===== config.mk =====
export PLATFORM = sky130hd
export DESIGN_NAME = uvol_fault
export DESIGN_NICKNAME = d
export VERILOG_FILES = /design/src/hdl/uvol_pkg.sv /design/src/hdl/uvol_fault.sv
export SDC_FILE = /design/constraint.sdc
export NUM_CORES = 1
export LEC_CHECK = 0
export BUFFER_PORTS_ARGS = -buffer_cell sky130_fd_sc_hd__buf_2
export CORE_MARGIN = 2
export CORE_UTILIZATION = 45
export DETAILED_ROUTE_END_ITERATION = 8
export PLACE_DENSITY_LB_ADDON = 0.2
export SLEW_MARGIN = 15
export SYNTH_ARGS = -nofsm -noshare
export SYNTH_HDL_FRONTEND = slang
export SYNTH_SLANG_ARGS = --single-unit

===== constraint.sdc =====
create_clock -name clk -period 2.82 [get_ports clk]
set_input_delay 0.846 -clock clk [delete_from_list [all_inputs] [get_ports clk]]
set_output_delay 0.846 -clock clk [all_outputs]
set_load 0.02 [all_outputs]

===== src/hdl/uvol_pkg.sv =====
package uvol_pkg;

	// ----------------------------------------------------------------
	// Sizes
	// ----------------------------------------------------------------
	localparam int NCH = 4;
	localparam int SYNC_W = 15;
	localparam int SYNC_STAGES = 2;

	// ----------------------------------------------------------------
	// Register byte addresses
	// ----------------------------------------------------------------
	localparam logic [7:0] ADDR_CMD = 8'h00;
	localparam logic [7:0] ADDR_CFG = 8'h04;
	localparam logic [7:0] ADDR_STATUS = 8'h08;
	localparam logic [7:0] ADDR_MASK = 8'h0C;
	localparam logic [7:0] ADDR_LIVE = 8'h10;

	// ----------------------------------------------------------------
	// Field positions
	// ----------------------------------------------------------------
	localparam int CFG_UVDIS_BIT = 0;
	localparam int CFG_OLDIS_LSB = 1;
	localparam int ST_UV_BIT = 0;
	localparam int ST_OL_LSB = 1;
	localparam int LIVE_LATCH_LSB = 4;
	localparam int LIVE_LOW_BIT = 8;
	localparam int LIVE_POR_BIT = 9;
	localparam int LIVE_CRIT_BIT = 10;
	localparam int LIVE_PIN_BIT = 11;

	// ----------------------------------------------------------------
	// Carriers
	// ----------------------------------------------------------------
	typedef struct packed {
		logic [3:0] ol_disable;
		logic undervoltage_protect_disable;
	} uvol_cfg_t;

	typedef struct packed {
		logic [3:0] open_load_flag;
		logic undervoltage_flag;
	} uvol_stat_t;

	typedef struct packed {
		logic [3:0] gate_off;
		logic [3:0] open_load;
		logic battery_crit_low;
		logic battery_por_low;
		logic battery_low;
	} uvol_ana_t;

	// ----------------------------------------------------------------
	// Reset values
	// ----------------------------------------------------------------
	localparam logic [3:0] CMD_RST = 4'h0;
	localparam uvol_cfg_t CFG_RST = 5'h00;
	localparam uvol_stat_t STAT_RST = 5'h00;
	localparam uvol_stat_t MASK_RST = 5'h00;
	localparam logic [31:0] RDATA_RST = 32'h00000000;

endpackage


===== src/hdl/uvol_fault.sv =====
// What this block does
// - Battery low, protection on: outputs off, pin low above the reset threshold, flag set.
// - Recovery, commands low: pin high at once, flag kept until read.
// - Recovery, command on: output off, pin low until re-command.
// - Protection off: no pin report, flag set, outputs kept above crit.
// - Logic and register state survive a battery undervoltage event.
// - Serial/register path keeps working without battery supply.
// - Open load is judged only while that output is off.
// - Open load latches only once the gate is pulled low enough.
// - Open-load flag stays until a read after the condition is gone.
// - Per-channel disable bit suppresses open-load detection.
// - A latched fault releases the pin only on a new switch-on command or below the reset threshold.
// - First status read returns the fault flags and clears those whose cause is gone.
//
// Implementation choices: the APB register port and the placing of the registers.
`timescale 1ns/1ps
module uvol_fault (
	input wire logic clk, // 10 MHz system clock
	input wire logic rst, // asynchronous, active high
	input wire logic psel, // APB select
	input wire logic penable, // APB enable
	input wire logic pwrite, // APB direction
	input wire logic [7:0] paddr, // APB byte address
	input wire logic [31:0] pwdata, // APB write data
	output logic [31:0] prdata, // APB read data
	output logic pready, // APB ready
	output logic pslverr, // APB error, unmapped address
	input wire uvol_pkg::uvol_ana_t ana_async, // comparator outputs
	input wire logic [3:0] direct_in, // direct on inputs, async pins
	output logic [3:0] out_en, // gate drive enable per channel
	output logic fault_flag_pin_n, // fault pin, low on fault
	output logic irq // level interrupt
);

	// ----------------------------------------------------------------
	// Input synchronisers
	// ----------------------------------------------------------------
	logic [uvol_pkg::SYNC_W-1:0] sync_raw;
	logic [uvol_pkg::SYNC_W-1:0] sync_a_reg;
	logic [uvol_pkg::SYNC_W-1:0] sync_b_reg;

	assign sync_raw = {direct_in, ana_async};

	genvar gs;
	generate
		for (gs = 0; gs < uvol_pkg::SYNC_W; gs++) begin : g_sync
			always_ff @(posedge clk or posedge rst) begin
				if (rst) begin
					sync_a_reg[gs] <= 1'b0;
					sync_b_reg[gs] <= 1'b0;
				end else begin
					sync_a_reg[gs] <= sync_raw[gs];
					sync_b_reg[gs] <= sync_a_reg[gs];
				end
			end
		end
	endgenerate

	uvol_pkg::uvol_ana_t ana;
	logic [3:0] din;
	assign ana = sync_b_reg[10:0];
	assign din = sync_b_reg[14:11];

	// ----------------------------------------------------------------
	// Registers
	// ----------------------------------------------------------------
	// None of these is reset by the battery comparators, so contents
	// ride through any battery dip while the clock and rst are stable.
	logic [3:0] cmd_reg;
	uvol_pkg::uvol_cfg_t cfg_reg;
	uvol_pkg::uvol_stat_t status_reg;
	uvol_pkg::uvol_stat_t mask_reg;
	uvol_pkg::uvol_stat_t snap_reg;
	logic [3:0] cmd_q_reg;
	logic [3:0] latch_reg;
	logic [3:0] out_next;
	logic pin_low_next;
	logic [3:0] ol_cond;
	uvol_pkg::uvol_stat_t set_vec;
	uvol_pkg::uvol_stat_t status_next;

	// ----------------------------------------------------------------
	// APB slave, no wait state; read data comes from a flop loaded in setup
	// ----------------------------------------------------------------
	logic setup;
	logic access;
	logic addr_hit;
	logic wr_en;
	logic rd_clr;
	logic [31:0] rd_mux;

	assign setup = psel & ~penable;
	assign access = psel & penable & pready;
	assign wr_en = access & pwrite & ~pslverr;
	assign rd_clr = access & ~pwrite & ~pslverr &
		(paddr == uvol_pkg::ADDR_STATUS);

	always_comb begin
		addr_hit = 1'b1;
		rd_mux = 32'h00000000;
		unique case (paddr)
			uvol_pkg::ADDR_CMD: rd_mux[3:0] = cmd_reg;
			uvol_pkg::ADDR_CFG: rd_mux[4:0] = cfg_reg;
			uvol_pkg::ADDR_STATUS: rd_mux[4:0] = status_reg;
			uvol_pkg::ADDR_MASK: rd_mux[4:0] = mask_reg;
			uvol_pkg::ADDR_LIVE: begin
				rd_mux[3:0] = out_en;
				rd_mux[uvol_pkg::LIVE_LATCH_LSB +: 4] = latch_reg;
				rd_mux[uvol_pkg::LIVE_LOW_BIT] = ana.battery_low;
				rd_mux[uvol_pkg::LIVE_POR_BIT] = ana.battery_por_low;
				rd_mux[uvol_pkg::LIVE_CRIT_BIT] = ana.battery_crit_low;
				rd_mux[uvol_pkg::LIVE_PIN_BIT] = fault_flag_pin_n;
			end
			default: addr_hit = 1'b0;
		endcase
	end

	always_ff @(posedge clk or posedge rst) begin
		if (rst) begin
			pready <= 1'b0;
			pslverr <= 1'b0;
		end else begin
			pready <= setup;
			pslverr <= setup & ~addr_hit;
		end
	end

	always_ff @(posedge clk or posedge rst) begin
		if (rst) begin
			prdata <= uvol_pkg::RDATA_RST;
		end else if (setup & ~pwrite) begin
			prdata <= rd_mux;
		end
	end

	// Only bits actually returned to software may be cleared; an event
	// landing between setup and access stays pending.
	always_ff @(posedge clk or posedge rst) begin
		if (rst) begin
			snap_reg <= uvol_pkg::STAT_RST;
		end else if (setup) begin
			snap_reg <= (paddr == uvol_pkg::ADDR_STATUS) ?
				status_reg : uvol_pkg::STAT_RST;
		end
	end

	always_ff @(posedge clk or posedge rst) begin
		if (rst) begin
			cmd_reg <= uvol_pkg::CMD_RST;
			cfg_reg <= uvol_pkg::CFG_RST;
			mask_reg <= uvol_pkg::MASK_RST;
		end else if (wr_en) begin
			if (paddr == uvol_pkg::ADDR_CMD)
				cmd_reg <= pwdata[3:0];
			if (paddr == uvol_pkg::ADDR_CFG)
				cfg_reg <= pwdata[4:0];
			if (paddr == uvol_pkg::ADDR_MASK)
				mask_reg <= pwdata[4:0];
		end
	end

	// ----------------------------------------------------------------
	// Undervoltage decisions
	// ----------------------------------------------------------------
	logic [3:0] cmd;
	logic uv_prot;

	assign cmd = cmd_reg | din;
	assign uv_prot = ana.battery_low &
		~cfg_reg.undervoltage_protect_disable;

	always_ff @(posedge clk or posedge rst) begin
		if (rst) begin
			cmd_q_reg <= uvol_pkg::CMD_RST;
		end else begin
			cmd_q_reg <= cmd;
		end
	end

	genvar gc;
	generate
		for (gc = 0; gc < uvol_pkg::NCH; gc++) begin : g_ch
			always_ff @(posedge clk or posedge rst) begin
				if (rst) begin
					latch_reg[gc] <= 1'b0;
				end else if (uv_prot & cmd[gc]) begin
					latch_reg[gc] <= 1'b1;
				end else if (cmd[gc] & ~cmd_q_reg[gc]) begin
					latch_reg[gc] <= 1'b0;
				end
			end

			// Disabled protection still drops the output below crit
			assign out_next[gc] = cmd[gc] & ~latch_reg[gc] & ~uv_prot &
				~ana.battery_crit_low;

			assign ol_cond[gc] = ana.open_load[gc] & ~out_en[gc] &
				ana.gate_off[gc] &
				~cfg_reg.ol_disable[gc];
		end
	endgenerate

	// Below the reset threshold only open load can pull the pin low, latch is kept
	assign pin_low_next = ((uv_prot | (|latch_reg)) &
		~ana.battery_por_low) | (|ol_cond);

	always_ff @(posedge clk or posedge rst) begin
		if (rst) begin
			out_en <= 4'h0;
			fault_flag_pin_n <= 1'b1;
		end else begin
			out_en <= out_next;
			fault_flag_pin_n <= ~pin_low_next;
		end
	end

	// ----------------------------------------------------------------
	// Sticky status and interrupt
	// ----------------------------------------------------------------
	// Set wins over the read clear, so a flag whose cause persists
	// survives the read and a freshly removed cause clears.
	assign set_vec = {ol_cond, ana.battery_low};
	assign status_next = (status_reg & ~(rd_clr ? snap_reg :
		uvol_pkg::STAT_RST)) | set_vec;

	always_ff @(posedge clk or posedge rst) begin
		if (rst) begin
			status_reg <= uvol_pkg::STAT_RST;
			irq <= 1'b0;
		end else begin
			status_reg <= status_next;
			irq <= |(status_reg & mask_reg);
		end
	end

	// Per channel, so the checks see whichever channel loses its load
	genvar ga;
	generate
		for (ga = 0; ga < uvol_pkg::NCH; ga++) begin : g_ola

		end
	endgenerate
endmodule


==> impl_metrics.csv <==
group,metric,value,unit
route,firstDrtPassIters,4,
floorplan,dieArea,7779,um^2
clock_tree,clk_latency,0.33,ns
worst_setup_path,arrival,2.67,ns
timing,period_needed,2.446,ns
route,detail_route.iter0.violations,159,
floorplan,rows,30,
logic_synthesis,yosys_warnings,0,
job,drv_cap,0,
clock_tree,cts_setup_buffers,0,
logic_synthesis,ys.flop_type,"dfrtp_1",
clock_tree,cts.repair.resized,0,
grt,grt_pass1_wl,9.611,mm
grt,grt_pass1_vias,1936,
clock_tree,root_buffer,"clkbuf_8",
power,pwr_density_cell,584.1,nW/um^2
worst_hold_path,whs_path_depth,0,
timing,finalMaxSlewViolations,0,
route,ant_nets,0,
worst_setup_path,reg2reg_slack,1.04,ns
clock_tree,path_clk_slew,0.08,ns
layout,n_antenna_cell,0,
floorplan,die_w,88.20,um
logic_synthesis,syn-cell-area,3191,um^2
grt,grt_overflow,0,
layout,num-fill-cells,621,
worst_hold_path,min_to,"ana[0]",
clock_tree,htree_levels,3,
timing,rsz0062_at_grt,"no",
power,p_clk_share,36.5,%
layout,syn_to_final_growth,17.37,%
layout,final_cell_area,3745,um^2
logic_synthesis,synth_top_area_cell,"dfrtp_1",
worst_setup_path,rr_worst_depth,4,
clock_tree,cts_hold_buf,0,
logic_synthesis,synth_most_common_cell,"dfrtp_1",
status,outcome,"completed",
route,drt_wl_total,6.105,mm
timing,fin_tns_setup,0,ns
power,switching_share,24.05,%
timing,max_freq,0.4088,GHz
logic_synthesis,seq_area_frac_synth,64.35,%
timing,period_share,86.74,%
worst_hold_path,holdCritPathClass,"flop to flop",
layout,final_nets,369,
timing,slew_headroom,64.07,%
logic_synthesis,syn_avg_cell_area,13.02,um^2
worst_setup_path,cp_cell_sequence,"buf_2, or4_4, or4b_1, nor2_2, buf_4, mux2_2",
worst_setup_path,r2r_end,"cfg_reg[4]",
clock_tree,clock_path_buffers,2,
power,seqPwrFrac,56.4,%
power,power_frac_comb,7.1,%
worst_setup_path,cp_slowest_stage_delay,0.55,ns
placement,routabilityCongestion,0.8072,
timing,hold_slack,0.3470,ns
worst_setup_path,slowest_stage,"or4b_1",
placement,place_area,3546,um^2
logic_synthesis,synth-async-reset-ratio,100.0,%
power,leakagePower,1.850,nW
logic_synthesis,synth_common_cells,"dfrtp_1 (81), buf_4 (20), nand2_1 (15), a22o_1 (11), o21ai_0 (11)",
logic_synthesis,synthTopCellsByArea,"dfrtp_1 (64%), buf_4 (4.7%), mux2_2 (3.5%)",
route,vias_per_cell,4.878,
logic_synthesis,yosysTopAreaCellShare,63.53,%
logic_synthesis,synthCells,245,
clock_tree,cts_tree,"done",
placement,place.port_buffers,52,
floorplan,die_height,88.20,um
floorplan,coreArea,6832,um^2
grt,track_usage,16.68,%
worst_setup_path,reg2reg_from,"pslverr",
power,p_int,1.661,mW
logic_synthesis,synth_cell_types,44,
power,p_sw,0.5261,mW
layout,layout-drive-gt1-share,33.12,%
placement,hpwl,4.502,mm
worst_setup_path,required,3.04,ns
worst_setup_path,end_kind,"flop",
timing,clock_skew,0.005858,ns
clock_tree,clock-sinks,82,
route,drc_errors,0,
worst_setup_path,path_buf_inv,2,
floorplan,start_util,46.70,%
worst_setup_path,crit_path_start_kind,"input port",
worst_setup_path,worstPathMaxFanout,5,
worst_setup_path,path_class,"input port to flop",
grt,grt_antenna_before_repair,0,
worst_setup_path,cp-startpoint,"paddr[1]",
worst_setup_path,crit_cells,6,
grt,grt_max_degree,32,
logic_synthesis,synth_edf_count,0,
worst_hold_path,worstHoldStart,"sync_a_reg[0]",
timing,setup_violations,0,
worst_setup_path,cp_top_family,"simple AND/OR/NAND/NOR gates",
logic_synthesis,ys_seq_elements,82,
layout,largest_register_ffs,15,
route,dr_total_vias,2000,
route,wire_per_inst,14.89,um
timing,hold_viol_final,0,
timing,tightest_slew,0.5340,ns
floorplan,boundaryPins,100,
power,vdd_ir_drop_max,0.0003950,V
clock_tree,tritoncts.num_buffers,9,
## how the worst max path moves through the flow
stage,end,slack (ns)
floorplan,mask_reg[0],0.14
global placement,mask_reg[2],0.04
detailed placement,mask_reg[2],0.04
CTS,mask_reg[2],0.39
global route,mask_reg[2],0.33
finish,mask_reg[2],0.37
## metal layers
metal	vias to the layer above	track usage, %	wire (um)
met5	-	0	0
met2	71	26.45	2917
met3	2	5.090	340
met4	0	2.893	24
li1	953	-	-
met1	974	23.24	2822
## cell families after synthesis
family	after synthesis	share of synthesized area (%)
other cells	1	0.1175
flops	82	64.35
mux	22	8.079
simple gates	59	10.28
compound gates	46	10.47
buf+inv	35	6.706
## power groups by stage
stage               logic [mW]  registers, mW  clock network [mW]
floorplan                0.109           1.26                   0
global placement         0.154           1.26                   0
detailed placement       0.156           1.26                   0
CTS                      0.157           1.24               0.829
global route             0.173           1.24               0.871
finish                   0.155           1.23               0.798
## placed cells by master, fill, tap and decap left out, types with 2 or more instances in the layout
master       n
mux2_2      10
dfrtp_1     81
a21oi_1      3
a21bo_2      2
buf_2       52
nor3_1       8
buf_4        9
clkinv_4     2
nor2_1      10
or4_4        2
a21o_1       3
a31oi_1      2
nand3_1      4
a22o_1      11
clkinvlp_4   2
o2bb2ai_1    2
o21ai_0     11
mux2i_1      7
inv_1        6
o31ai_1      3
mux2_4       5
nand2_1     15
nor4_1       3
clkbuf_8    12
a22oi_1      4
conb_1      20
nand2b_1     4
## per-stage QoR
| stage | utilization, % | std cells | setup WS [ns] | total power, mW |
|---|---|---|---|---|
| 6_report | 54.82 | 410 | 0.3739 | 2.187 |
| 2_1_floorplan | - | 264 | 0.1389 | 1.371 |
| 3_5_place_dp | 51.90 | 394 | 0.04027 | 1.415 |
| 5_1_grt | 54.82 | 410 | 0.3322 | 2.284 |
| 3_3_place_gp | 51.90 | 394 | 0.03974 | 1.412 |
| 4_1_cts | 54.82 | 410 | 0.3893 | 2.221 |
## final cells by class
type	instances	area [um^2]	area share [%]
clock buffer	12	165.2	4.410
clock inverter	4	33.78	0.9021
inverter	7	30.03	0.8019
multi-input combinational	147	994.7	26.56
sequential	82	2053	54.83
tap	96	120.1	3.207
timing repair buffer	62	347.8	9.288
Power figures use the tool's default switching activity.
